### src/fios_pkg.sv
/*
  fios_pkg: register map, field layouts, reset values and timing
  constants for the field I/O supervisor.
  assumes a 125 MHz core clock and an 8-bit converter scaled to 36.3 V.
*/
package fios_pkg;
  // ************************************************************
  // register byte offsets (one aligned 32-bit word each)
  // ************************************************************
  localparam logic [7:0] OFS_CTRL      = 8'h00;
  localparam logic [7:0] OFS_STATUS    = 8'h04;
  localparam logic [7:0] OFS_OUTPUTS   = 8'h08;
  localparam logic [7:0] OFS_INPUTS    = 8'h0c;
  localparam logic [7:0] OFS_ANALOG    = 8'h10;
  localparam logic [7:0] OFS_FIELD     = 8'h14;
  localparam logic [7:0] OFS_ENCODERS  = 8'h18;
  localparam logic [7:0] OFS_WDOG_WORK = 8'h1c;
  localparam logic [7:0] OFS_WDOG_NV   = 8'h20;
  localparam logic [7:0] OFS_BAUD_NV   = 8'h24;
  localparam logic [7:0] OFS_UNIT_WORK = 8'h28;
  localparam logic [7:0] OFS_UNIT_NV   = 8'h2c;
  localparam logic [7:0] OFS_DRV_FAULT = 8'h30;
  localparam logic [7:0] OFS_BAUD_WORK = 8'h34;
  // ************************************************************
  // control and status bit positions
  // ************************************************************
  localparam int CTRL_MODE_LO   = 0;
  localparam int CTRL_SETUP     = 2;
  localparam int CTRL_CLR_FAULT = 3;
  localparam int ST_FAULT       = 0;
  localparam int ST_FIELD_LOSS  = 1;
  localparam int ST_SHORT       = 2;
  localparam int ST_OVERTEMP    = 3;
  // ************************************************************
  // modes, reset values and scaling
  // ************************************************************
  typedef enum logic [1:0] {FIOS_MODE_IO, FIOS_MODE_ANALOG, FIOS_MODE_ENC} fios_mode_t;
  localparam logic [15:0] WDOG_DEFAULT_MS = 16'h0032;   // 50 ms
  localparam logic [3:0]  BAUD_DEFAULT    = 4'h9;       // 2.5 Mbaud
  localparam logic [3:0]  BAUD_MAX_INDEX  = 4'hb;
  localparam logic [31:0] UNIT_DEFAULT    = 32'h00000000; // arbitrary neutral value
  localparam int FULL_SCALE_MV = 36300;
  localparam int ENC_THR_MV    = 2500;
  localparam int FIELD_MIN_MV  = 5000;
  localparam int CODE_SPAN     = 256;
  localparam logic [7:0] ENC_THR_CODE   = 8'((ENC_THR_MV * CODE_SPAN) / FULL_SCALE_MV);
  localparam logic [7:0] FIELD_MIN_CODE = 8'((FIELD_MIN_MV * CODE_SPAN) / FULL_SCALE_MV);
  localparam logic [3:0] THR_HIGH_PCT10 = 4'h6;          // 60 percent, in tenths
  localparam logic [3:0] THR_LOW_PCT10  = 4'h4;          // 40 percent, in tenths
  localparam logic [3:0] TENTHS         = 4'ha;
  localparam logic [5:0] FIELD_CHAN     = 6'h20;
  localparam int CLK_MHZ   = 125;
  localparam int MS_CYCLES = CLK_MHZ * 1000;
  localparam logic [9:0] BLINK_EXCHANGES = 10'h1f4;      // 500 exchanges per toggle
  // frame sizes in bytes per mode
  localparam logic [3:0] FRAME_OUT_BYTES = 4'h2;
  localparam logic [3:0] FRAME_IN_IO     = 4'h4;
  localparam logic [3:0] FRAME_IN_ANALOG = 4'h9;
  localparam logic [3:0] FRAME_IN_ENC    = 4'hc;
  // link rates per baud index
  localparam logic [23:0] BAUD_TABLE [12] = '{
    24'd9600, 24'd19200, 24'd38400, 24'd57600, 24'd115200, 24'd230400,
    24'd460800, 24'd921600, 24'd1250000, 24'd2500000, 24'd5000000, 24'd10000000};
endpackage

### src/fios_top.sv
/* fios_top: supervision logic of an isolated 32-in / 16-out field I/O card: input sensing,
   analog capture, quadrature counters, field monitoring, watchdog, parameters, lamps and
   process data mode, reached over an Avalon-MM slave. assumes converter results arrive on
   core_clk; driver fault pins are asynchronous and are synchronised here. */
// Chosen here: the address map and the Avalon-MM register port.
`timescale 1ns/1ps
module fios_top
  import fios_pkg::*;
#(
  parameter int MS_CYCLES_P = MS_CYCLES,
  parameter int N_OUT       = 16,
  parameter int N_GROUP     = 2
) (
  input  wire logic              core_clk,
  input  wire logic              reset_n,
  // avalon-mm slave
  input  wire logic [7:0]        avs_address,
  input  wire logic              avs_read,
  input  wire logic              avs_write,
  input  wire logic [31:0]       avs_writedata,
  input  wire logic [3:0]        avs_byteenable,
  output logic      [31:0]       avs_readdata,
  output logic                   avs_waitrequest,
  // converter results, channel 32 is the field supply
  input  wire logic              adc_valid,
  input  wire logic [5:0]        adc_chan,
  input  wire logic [7:0]        adc_code,
  // driver fault pins
  input  wire logic [N_OUT-1:0]  short_det,
  input  wire logic [N_GROUP-1:0] overtemp_warn,
  // field side
  output logic      [N_OUT-1:0]  field_out,
  output logic                   fault_led,
  output logic                   activity_led,
  output logic      [23:0]       baud_rate,
  output logic      [3:0]        frame_in_bytes,
  output logic      [3:0]        frame_out_bytes
);
  localparam int GROUP_W = N_OUT / N_GROUP;
  // two flops on the driver fault pins before anything reads them
  logic [N_OUT-1:0]   short_s1_q, short_s2_q;
  logic [N_GROUP-1:0] ot_s1_q, ot_s2_q;
  always_ff @(posedge core_clk or negedge reset_n) begin
    if (!reset_n) begin
      short_s1_q <= '0;
      short_s2_q <= '0;
      ot_s1_q    <= '0;
      ot_s2_q    <= '0;
    end else begin
      short_s1_q <= short_det;
      short_s2_q <= short_s1_q;
      ot_s1_q    <= overtemp_warn;
      ot_s2_q    <= ot_s1_q;
    end
  end
  // ************************************************************
  // register file state
  // ************************************************************
  logic [1:0]         mode_q;
  logic [15:0]        out_req_q, wdog_work_q, wdog_nv_q;
  logic [3:0]         baud_nv_q, baud_work_q;
  logic [31:0]        unit_work_q, unit_nv_q, rd_d;
  logic [N_OUT-1:0]   short_lat_q;
  logic [N_GROUP-1:0] ot_lat_q;
  logic               setup_q, load_pend_q, fault_q, wr_ok, exchange, clr_fault;
  // a request completes at the edge where waitrequest is seen low
  assign wr_ok     = avs_write && !avs_waitrequest;
  assign exchange  = wr_ok && (avs_address == OFS_OUTPUTS);
  assign clr_fault = wr_ok && (avs_address == OFS_CTRL) && avs_byteenable[0]
                     && avs_writedata[CTRL_CLR_FAULT];
  // one wait cycle: readdata is latched while waitrequest drops
  always_ff @(posedge core_clk or negedge reset_n) begin
    if (!reset_n) begin
      avs_waitrequest <= 1'b1;
      avs_readdata    <= '0;
    end else if ((avs_read || avs_write) && avs_waitrequest) begin
      avs_waitrequest <= 1'b0;
      avs_readdata    <= rd_d;
    end else begin
      avs_waitrequest <= 1'b1;
    end
  end
  // control: mode, setup; mode 3 is not a mode and is refused
  always_ff @(posedge core_clk or negedge reset_n) begin
    if (!reset_n) begin
      mode_q  <= FIOS_MODE_IO;
      setup_q <= 1'b0;
    end else if (wr_ok && avs_address == OFS_CTRL && avs_byteenable[0]) begin
      if (avs_writedata[CTRL_MODE_LO +: 2] != 2'h3) begin
        mode_q <= avs_writedata[CTRL_MODE_LO +: 2];
      end
      setup_q <= avs_writedata[CTRL_SETUP];
    end
  end
  // output request word; while faulted the setting is dropped
  always_ff @(posedge core_clk or negedge reset_n) begin
    if (!reset_n) begin
      out_req_q <= '0;
    end else if (fault_q) begin
      out_req_q <= '0;
    end else if (exchange) begin
      if (avs_byteenable[0]) out_req_q[7:0]  <= avs_writedata[7:0];
      if (avs_byteenable[1]) out_req_q[15:8] <= avs_writedata[15:8];
    end
  end
  // persistent parameters: flops standing in for the eeprom, lost with logic power
  always_ff @(posedge core_clk or negedge reset_n) begin
    if (!reset_n) begin
      wdog_nv_q <= WDOG_DEFAULT_MS;
      baud_nv_q <= BAUD_DEFAULT;
      unit_nv_q <= UNIT_DEFAULT;
    end else if (wr_ok) begin
      if (avs_address == OFS_WDOG_NV && avs_byteenable[1:0] == 2'h3) begin
        wdog_nv_q <= avs_writedata[15:0];
      end
      if (avs_address == OFS_BAUD_NV && avs_byteenable[0]
          && avs_writedata[3:0] <= BAUD_MAX_INDEX) begin
        baud_nv_q <= avs_writedata[3:0];
      end
      if (avs_address == OFS_UNIT_NV && avs_byteenable == 4'hf) begin
        unit_nv_q <= avs_writedata;
      end
    end
  end
  // working parameters, loaded from persistent ones once after reset
  always_ff @(posedge core_clk or negedge reset_n) begin
    if (!reset_n) begin
      load_pend_q <= 1'b1;
      wdog_work_q <= WDOG_DEFAULT_MS;
      baud_work_q <= BAUD_DEFAULT;
      unit_work_q <= UNIT_DEFAULT;
    end else if (load_pend_q) begin
      load_pend_q <= 1'b0;
      wdog_work_q <= wdog_nv_q;
      baud_work_q <= baud_nv_q;
      unit_work_q <= unit_nv_q;
    end else if (wr_ok) begin
      if (avs_address == OFS_WDOG_WORK && avs_byteenable[1:0] == 2'h3) begin
        wdog_work_q <= avs_writedata[15:0];
      end
      if (avs_address == OFS_UNIT_WORK && avs_byteenable == 4'hf) begin
        unit_work_q <= avs_writedata;
      end
    end
  end
  // ************************************************************
  // input sensing and analog capture
  // ************************************************************
  logic [31:0] in_q;
  logic [7:0]  ana_q [4];
  logic [7:0]  field_code_q;
  logic [11:0] code_x10, fld_hi, fld_lo;
  // scaled by ten, so the 60 and 40 percent marks need no divider
  assign code_x10 = adc_code * TENTHS;
  assign fld_hi   = field_code_q * THR_HIGH_PCT10;
  assign fld_lo   = field_code_q * THR_LOW_PCT10;
  // hysteresis against field voltage; encoder inputs use a fixed level
  always_ff @(posedge core_clk or negedge reset_n) begin
    if (!reset_n) begin
      in_q <= '0;
    end else if (adc_valid && !adc_chan[5]) begin
      if (mode_q == FIOS_MODE_ENC && adc_chan[4:2] == 3'h4) begin
        in_q[adc_chan[4:0]] <= (adc_code >= ENC_THR_CODE);
      end else if (code_x10 > fld_hi) begin
        in_q[adc_chan[4:0]] <= 1'b1;
      end else if (code_x10 < fld_lo) begin
        in_q[adc_chan[4:0]] <= 1'b0;
      end
    end
  end
  // raw codes for inputs 0..3 and the field supply
  always_ff @(posedge core_clk or negedge reset_n) begin
    if (!reset_n) begin
      ana_q        <= '{default: 8'h00};
      field_code_q <= '0;
    end else if (adc_valid) begin
      if (adc_chan[5:2] == 4'h0) ana_q[adc_chan[1:0]] <= adc_code;
      if (adc_chan == FIELD_CHAN) field_code_q <= adc_code;
    end
  end
  // quadrature counters: one count per cycle on the A rising edge
  logic [3:0]  enc_prev_q;
  logic [15:0] enc_cnt_q [2];
  always_ff @(posedge core_clk or negedge reset_n) begin
    if (!reset_n) begin
      enc_prev_q <= '0;
    end else begin
      enc_prev_q <= in_q[19:16];
    end
  end
  for (genvar e = 0; e < 2; e++) begin : g_enc
    always_ff @(posedge core_clk or negedge reset_n) begin
      if (!reset_n) begin
        enc_cnt_q[e] <= '0;
      end else if (mode_q == FIOS_MODE_ENC && in_q[16+2*e] && !enc_prev_q[2*e]) begin
        enc_cnt_q[e] <= in_q[17+2*e] ? enc_cnt_q[e] - 16'h0001
                                     : enc_cnt_q[e] + 16'h0001;
      end
    end
  end
  // watchdog and fault flag
  logic [$clog2(MS_CYCLES_P)-1:0] ms_cnt_q;
  logic [15:0] wd_ms_q;
  logic        ms_tick, wd_bite;
  // a zero period never bites; the elapsed count saturates rather than wrapping
  assign ms_tick = (ms_cnt_q == ($clog2(MS_CYCLES_P))'(MS_CYCLES_P - 1));
  assign wd_bite = (wdog_work_q != '0) && (wd_ms_q >= wdog_work_q);
  // millisecond prescaler and elapsed time since the last exchange
  always_ff @(posedge core_clk or negedge reset_n) begin
    if (!reset_n) begin
      ms_cnt_q <= '0;
      wd_ms_q  <= '0;
    end else begin
      ms_cnt_q <= ms_tick ? '0 : ms_cnt_q + 1'b1;
      if (exchange) begin
        wd_ms_q <= '0;
      end else if (ms_tick && wd_ms_q != 16'hffff) begin
        wd_ms_q <= wd_ms_q + 16'h0001;
      end
    end
  end
  // sticky fault: a bite in the clearing cycle wins over the clear
  always_ff @(posedge core_clk or negedge reset_n) begin
    if (!reset_n) begin
      fault_q <= 1'b1;
    end else if (wd_bite && !exchange) begin
      fault_q <= 1'b1;
    end else if (clr_fault) begin
      fault_q <= 1'b0;
    end
  end
  // driver protection latches, cleared with the fault clear
  always_ff @(posedge core_clk or negedge reset_n) begin
    if (!reset_n) begin
      short_lat_q <= '0;
      ot_lat_q    <= '0;
    end else begin
      short_lat_q <= short_s2_q | (clr_fault ? '0 : short_lat_q);
      ot_lat_q    <= ot_s2_q | (clr_fault ? '0 : ot_lat_q);
    end
  end
  // ************************************************************
  // field outputs, indicators and link settings
  // ************************************************************
  logic [N_OUT-1:0] grp_off;
  logic [9:0]       blink_q;
  for (genvar g = 0; g < N_GROUP; g++) begin : g_grp
    assign grp_off[g*GROUP_W +: GROUP_W] = {GROUP_W{ot_lat_q[g]}};
  end
  // fault, shorted outputs and hot driver groups all gate the requested word
  always_ff @(posedge core_clk or negedge reset_n) begin
    if (!reset_n) begin
      field_out <= '0;
    end else begin
      field_out <= fault_q ? '0 : (out_req_q & ~short_lat_q & ~grp_off);
    end
  end
  // activity toggles every 500 exchanges: 1 Hz blink at 1 kHz updates
  always_ff @(posedge core_clk or negedge reset_n) begin
    if (!reset_n) begin
      blink_q      <= '0;
      activity_led <= 1'b0;
      fault_led    <= 1'b1;
    end else begin
      if (exchange) begin
        blink_q <= (blink_q == BLINK_EXCHANGES - 10'h001) ? '0 : blink_q + 10'h001;
      end
      if (setup_q) begin
        activity_led <= 1'b1;
      end else if (exchange && blink_q == BLINK_EXCHANGES - 10'h001) begin
        activity_led <= !activity_led;
      end
      fault_led <= fault_q || setup_q || (|short_lat_q) || (|ot_lat_q);
    end
  end
  always_ff @(posedge core_clk or negedge reset_n) begin
    if (!reset_n) begin
      baud_rate       <= BAUD_TABLE[BAUD_DEFAULT];
      frame_in_bytes  <= FRAME_IN_IO;
      frame_out_bytes <= FRAME_OUT_BYTES;
    end else begin
      baud_rate       <= BAUD_TABLE[baud_work_q];
      frame_out_bytes <= FRAME_OUT_BYTES;
      case (mode_q)
        FIOS_MODE_IO:     frame_in_bytes <= FRAME_IN_IO;
        FIOS_MODE_ANALOG: frame_in_bytes <= FRAME_IN_ANALOG;
        FIOS_MODE_ENC:    frame_in_bytes <= FRAME_IN_ENC;
        default:          frame_in_bytes <= FRAME_IN_IO;
      endcase
    end
  end
  // read mux; analog words read zero in mode 0, unmapped reads zero
  always_comb begin
    rd_d = '0;
    case (avs_address)
      OFS_CTRL:      rd_d = {28'h0, 1'b0, setup_q, mode_q};
      OFS_STATUS:    rd_d = {28'h0, |ot_lat_q, |short_lat_q,
                             field_code_q < FIELD_MIN_CODE, fault_q};
      OFS_OUTPUTS:   rd_d = {16'h0, out_req_q};
      OFS_INPUTS:    rd_d = in_q;
      OFS_ANALOG:    rd_d = (mode_q == FIOS_MODE_IO) ? '0
                          : {ana_q[3], ana_q[2], ana_q[1], ana_q[0]};
      OFS_FIELD:     rd_d = (mode_q == FIOS_MODE_ANALOG) ? {24'h0, field_code_q} : '0;
      OFS_ENCODERS:  rd_d = (mode_q == FIOS_MODE_ENC) ? {enc_cnt_q[1], enc_cnt_q[0]} : '0;
      OFS_WDOG_WORK: rd_d = {16'h0, wdog_work_q};
      OFS_WDOG_NV:   rd_d = {16'h0, wdog_nv_q};
      OFS_BAUD_NV:   rd_d = {28'h0, baud_nv_q};
      OFS_UNIT_WORK: rd_d = unit_work_q;
      OFS_UNIT_NV:   rd_d = unit_nv_q;
      OFS_DRV_FAULT: rd_d = {14'h0, ot_lat_q, short_lat_q};
      OFS_BAUD_WORK: rd_d = {28'h0, baud_work_q};
      default:       rd_d = '0;
    endcase
  end
endmodule

### config.mk
export PLATFORM = sky130hd
export DESIGN_NAME = fios_top
export DESIGN_NICKNAME = d
export VERILOG_FILES = /design/src/fios_pkg.sv /design/src/fios_top.sv
export SDC_FILE = /design/constraint.sdc
export NUM_CORES = 1
export LEC_CHECK = 0
export ABC_AREA = 1
export BUFFER_PORTS_ARGS = -buffer_cell sky130_fd_sc_hd__buf_2
export CELL_PAD_IN_SITES_DETAIL_PLACEMENT = 1
export CELL_PAD_IN_SITES_GLOBAL_PLACEMENT = 1
export CORE_UTILIZATION = 42
export DETAILED_ROUTE_END_ITERATION = 6
export GPL_ROUTABILITY_DRIVEN = 0
export MAX_ROUTING_LAYER = met4
export PLACE_DENSITY = 0.82
export SYNTH_ARGS = -nofsm -noshare
export SYNTH_HDL_FRONTEND = slang
export SYNTH_SLANG_ARGS = --single-unit
export TNS_END_PERCENT = 50
### constraint.sdc
create_clock -name core_clk -period 3.35 [get_ports core_clk]
set_input_delay 0.5025 -clock core_clk [delete_from_list [all_inputs] [get_ports core_clk]]
set_output_delay 0.5025 -clock core_clk [all_outputs]
set_load 0.02 [all_outputs]
Yosys cells after proc, flatten, opt, wreduce, memory -nomap -nowiden
Memories as Yosys holds them, arrays and structs flattened. A register that Yosys moved wholly into a read port is not among the register bits.
Cells that the tools add are included.
Cells by class
  add/sub/neg operators: 7
  multiply operators: 2
  order comparisons: 10
  equality and inequality tests: 23
  multiplexer cells: 38
  bitwise gates (word level): 11
  reductions and logical operators: 62
Operators by type and width (count)
  32-bit one-hot mux with 14 select lines: 1
  32-bit 2-to-1 mux: 8
  16-bit 2-to-1 mux: 11
  32-bit bitwise mux: 2
  16-bit by 1-bit adder with 16-bit output, second input constant: 3
  8-bit by 6-bit == test with 1-bit output, second input constant: 6
  16-bit AND: 2
  32-bit AND: 1
  8-bit by 5-bit == test with 1-bit output, second input constant: 4
  8-bit 2-to-1 mux: 4
  16-bit NOT: 2
  32-bit NOT: 1
  32-bit bitwise OR: 1
  16-bit by 1-bit subtractor with 16-bit output, second input constant: 2
  1-bit logical AND: 24
  2-bit AND reduction: 11
  2-bit nonzero test: 9
  17-bit by 1-bit adder with 17-bit output, second input constant: 1
  17-bit == test, second input constant: 1
  17-bit 2-to-1 mux: 1
  8-bit demux with 2-bit select: 1
  8-bit by 4-bit == test with 1-bit output, second input constant: 2
  16-bit greater-or-equal comparator: 1
  16-bit != test, second input constant: 1
  38 further kinds: 53
Storage, ports and cells
  bits in registers: 384
  bits in read-only memories: 384
  input bits: 81
  output and inout port bits: 83
  word-level logic and storage cells: 190
  memories: 1
Memory list
  (no name shown): depth 16, width 24, rd ports 1, clocked after memory_dff 1, wr ports 0, RTL line fios_top.sv:282  | baud_rate <= BAUD_TABLE[baud_work_q];

Depth between registers and ports, before layout
  word-level depth: 9
  gate-level depth with buffers: 24
  depth with buffers taken out: 23

Least setup slack after synthesis
Ideal clock, no wire load.
  path type: flip-flop to flip-flop
  from: reg field_code_q[2]
  to: reg (tool-made name)
  setup time: 113 ps
  arrival: 3064 ps
  data required time: 3237 ps
  path slack: 173 ps
  stages on the path, launching flop included: 24
  path buffers: 1
  period minus slack after synthesis: 3177 ps
  cell sequence: dfrtp_1 -> inv_1 -> ha_1 -> a21oi_1 -> nand2_1 -> nand2_1 -> nand2_1 -> a21oi_1 -> nor2_1 -> o21ai_0 -> nand2_1 -> nand2_1 -> nand2_1 -> ha_1 -> nand2_1 -> nor3_1 -> nand4_1 -> a21oi_4 -> nand2_2 -> buf_6 -> nand3_1 -> nand2_1 -> nand2_1 -> inv_1
RTL lines
  start: declaration: RTL line fios_top.sv:151  | logic [7:0] field_code_q;
  start signal: assignment: RTL line fios_top.sv:178  | if (adc_chan == FIELD_CHAN) field_code_q <= adc_code;

==> metrics.md <==
| Metric | Value |
|---|---|
| Outcome | `finished with violations` |
| Failing checks | `setup timing` |
| Sequential area share after synthesis | `between 40% and 50%` |
| Fin worst setup slack | `-0.212 ns` |
| Area of the core | `approximately 0.05 mm²` |
| Num rows | `82` |
| Relative slew slack | `29.7%` |
| Cells along the critical path | `inv_2 > ha_4 > a21oi_2 > nand2_1 > nand2_1 > nand2_1 > a21oi_2 > nor2_1 > o21ai_1 > nand2_1 > nand2_2 > nand2_2 > ha_4 > nand2_4 > nor3_2 > nand4_1 > a21oi_4 > nand2_4 > buf_12 > nand3_1 > nand2_1 > nand2_1 > inv_1` |
| Worst Hold Depth | `1` |
| Syn Area/Cell | `8.27 µm²` |
| Syn Inst Count | `2576` |
| CP most frequent cell | `nand2_1` |
| WP buf/inv | `3` |
| GRT met1 Usage | `approximately 40%` |
| Worst Skew | `0.0292 ns` |
| Area Growth Syn to Fin | `18.2%` |
| Global-route usage over all layers | `between 30% and 40%` |
| Vias in the first global route | `20696` |
| Hold Startpoint | `short_det[9]` |
| Worst Hold Path EP | `short_s1_q[9]$_DFF_PN0_` |
| Worst min path class | `input port to flip-flop` |
| Min cycle time layout | `3.56 ns` |
| Post-synthesis cell area | `0.0213 mm²` |
| Total CTS buffers | `46` |
| Slew at the pin with the worst max-slew slack | `1.04 ns` |
| CTS Root Cell | `clkbuf_16` |
| Crit path max fanout | `11` |
| Drt drc | `0` |
| Vias per inst | `approximately 5.7` |
| Post-synth EDFFs | `0` |
| Reg2reg path depth | `23` |
| Die area | `0.0516 mm²` |
| CTS Sinks | `401` |
| Yosys cell types | `60` |
| Antenna Cells | `0` |
| # placed instances | `3374` |
| Met3 Use GR | `between 5 and 6%` |
| H-tree depth | `2` |
| Setup Viol. Count Final | `32` |
| Clk Latency, worst-skew pair | `0.60 ns` |
| CP required | `3.82 ns` |
| Ys async rst share | `100%` |
| Fin cells | `around 3500` |
| Final Power | `0.0127 W` |
| Fin nets | `approximately 3000` |
| Fmax | `0.281 GHz` |
| Largest net degree at the start of global routing | `86` |
| WL/cell | `22.4 µm` |
| YS warnings | `0` |
| Crit path max-delay cell type | `dfrtp_1` |
| Starting Density | `~43%` |
| Met2 Resource Use GR | `around 49%` |
| Buffers on Ports | `approximately 150` |
| Nature of the critical path endpoint | `flip-flop` |
| Max-slew violation count | `0` |
| CTS Buffer Depth | `3` |
| Top-level I/O count | `164` |
| CP Class | `flip-flop to flip-flop` |
| Tcrit/Tclk final | `106%` |
| RSZ-0062 raised after global routing | `true` |
| PwrDens | `506 mW/mm²` |
| CP startpoint kind | `flip-flop` |
| Reg-to-reg startpoint | `field_code_q[2]$_DFFE_PN0P_` |
| Crit path arrival time | `just over 4 ns` |
| Detailed Route WL | `78200 µm` |
| Dpl hpwl | `roughly 56000 µm` |
| Synth Flop Type | `dfrtp_1` |
| CTS clk-pin slew, worst paths | `~0.06 ns` |
| Initial DRC Count | `about 1700` |
| Delay-heaviest family, CP | `simple AND/OR/NAND/NOR gates` |
| CTS tree | `built` |
| Maximum vdd drop | `between 0.0004 and 0.0005 V` |
| DRT antenna net count | `0` |
| Layout cells sized above 1 | `15.5%` |
| DRT Pass-1 Iters | `5` |
| GRT Max-Usage Layer | `met2` |
| Fin. Hold Viols | `0` |
| First-pass GRT wire length | `roughly 120000 µm` |
| Routed vias | `19857` |
| LEAKAGE | `between 10 and 15 nW` |
| Chip Width | `227 µm` |
| Initial antenna violation count | `0` |
| Gr ovfl total | `0` |
| Max Cap Viol | `0` |
| Die span in y | `227 µm` |
| Delay of the slowest critical-path stage | `0.41 ns` |
| Reg2reg setup slack | `-0.21 ns` |
| FF+latch count, synth | `401` |
[flip-flops by register name (all words and copies together), names as in the netlist, 4 cells and up, named ones only]
signal / count
field_out: 16
unit_nv_q: 32
short_lat_q: 16
short_s2_q: 16
baud_work_q: 4
enc_cnt_q: 32
avs_readdata: 32
out_req_q: 16
wd_ms_q: 16
blink_q: 10
ms_cnt_q: 17
ana_q: 32
field_code_q: 8
wdog_work_q: 16
baud_rate: 19
short_s1_q: 16
baud_nv_q: 4
unit_work_q: 32
wdog_nv_q: 16
[placed cells by master (no fill, tap or decap), types with 12 or more instances in the layout]
cell           netlist  layout
dfstp_2             22      22
nor2_1             148     144
dfrtp_1            379     378
o21bai_1            22      21
o211ai_1            35      35
o21ai_0            197     195
nand4_1             44      44
a21oi_1             75      68
o22ai_1             35      35
nand3_1            160     153
o21ai_1             35      33
inv_1              357     355
nor3_1              39      38
inv_2               14      16
nand2_1            616     604
nand2_2              6      13
nor4_1              20      20
ha_1                99      92
dlygate4sd3_1        0      14
nor2_2               8      12
o221ai_1            32      32
clkbuf_16            0      49
buf_2               23     153
xor2_1              31      31
buf_4               15      50
[synthesized netlist by cell type, types with 6 or more instances]
cell      count  area share [%]
o21ai_0     197             4.6
inv_2        14            0.25
buf_2        23            0.54
nor2_4       11            0.58
nor3_1       39            0.92
o211ai_1     35             1.2
a21oi_1      75             1.8
dfstp_2      22             2.7
nor4_1       20            0.59
dfrtp_1     379              45
nand3_1     160             3.8
buf_4        15            0.53
o21ai_1      35            0.82
inv_1       357             6.3
clkbuf_1     43            0.76
o22ai_1      35             1.0
nor2_1      148             2.6
nor2_2        8            0.23
a31oi_1       9            0.26
nand4_1      44             1.3
nand2_2       6            0.18
xnor2_1      11            0.45
o21bai_1     22            0.78
nand3b_1      9            0.32
nand2_1     616              11
ha_1         99             5.8
xor2_1       31             1.3
o221ai_1     32             1.3
[repair_timing]
item | CTS | global route
setup buffers | 5 | 6
hold buffers | 14 | 0
gates resized for setup | 20 | 47
pin swaps | 3 | 23
endpoints found under the hold margin | 81 | 0
setup endpoints to repair | 32 | 32
gates cloned | 2 | 3
[power breakdown]
group | total [W] | switching [W] | internal, W
clock | 0.00535 | 0.00214 | 0.00321
combinational | 0.00213 | 0.00140 | 0.000727
sequential | 0.00525 | 0.000170 | 0.00508
[area by class of cell]
class | count | area [µm²]
inverters | 377 | 1420
well taps | 672 | 841
multi-input cells | 1720 | 9680
fillers | 6053 | 24900
clock inverters | 17 | 258
flip-flops and latches | 401 | 10100
clock buffers | 63 | 1320
repair buffers | 234 | 1600
[worst max path at each step]
stage | start | endpoint | cells past startpoint
detailed placement | adc_code[3] | flip-flop | 22
finish | field_code_q[2]$_DFFE_PN0P_ | flip-flop | 23
global placement | adc_code[1] | flip-flop | 22
CTS | field_code_q[2]$_DFFE_PN0P_ | flip-flop | 22
global route | field_code_q[2]$_DFFE_PN0P_ | flip-flop | 23
floorplan | field_code_q[2]$_DFFE_PN0P_ | flip-flop | 23
[metal layers]
metal	vias up	share of wire, %
met4	0	4.1
met1	9995	42
met3	192	7.1
met5	-	0
met2	798	47
li1	8872	-
[cell families (layout without fill, tap and decap cells)]
logic type,count (synthesis),after routing,share of synthesized area (%)
buffers and inverters,464,691,8.77
flip-flops,401,401,47.2
XOR/XNOR,42,42,1.73
other,2,10,0.0353
AO/OA/AOI/OAI,472,472,13.2
adder cells (fa/ha/maj),103,103,6.19
AND/OR/NAND/NOR,1092,1093,22.8
[through the flow]
stage	setup slack, ns	hold slack, ns	area, µm²	TNS, ns	utilization (%)
after floorplan	0.173	0.207	21300	0	-
after global placement	-0.0384	0.333	23000	-0.773	45.9
after detailed placement	-0.210	0.336	23000	-5.47	45.9
after CTS	-0.000187	0.000363	24900	-0.000187	49.7
after global routing	-0.294	0.00236	25200	-7.63	50.3
final	-0.212	0.0169	25200	-4.96	50.3
(Power assumes the default switching activity.)
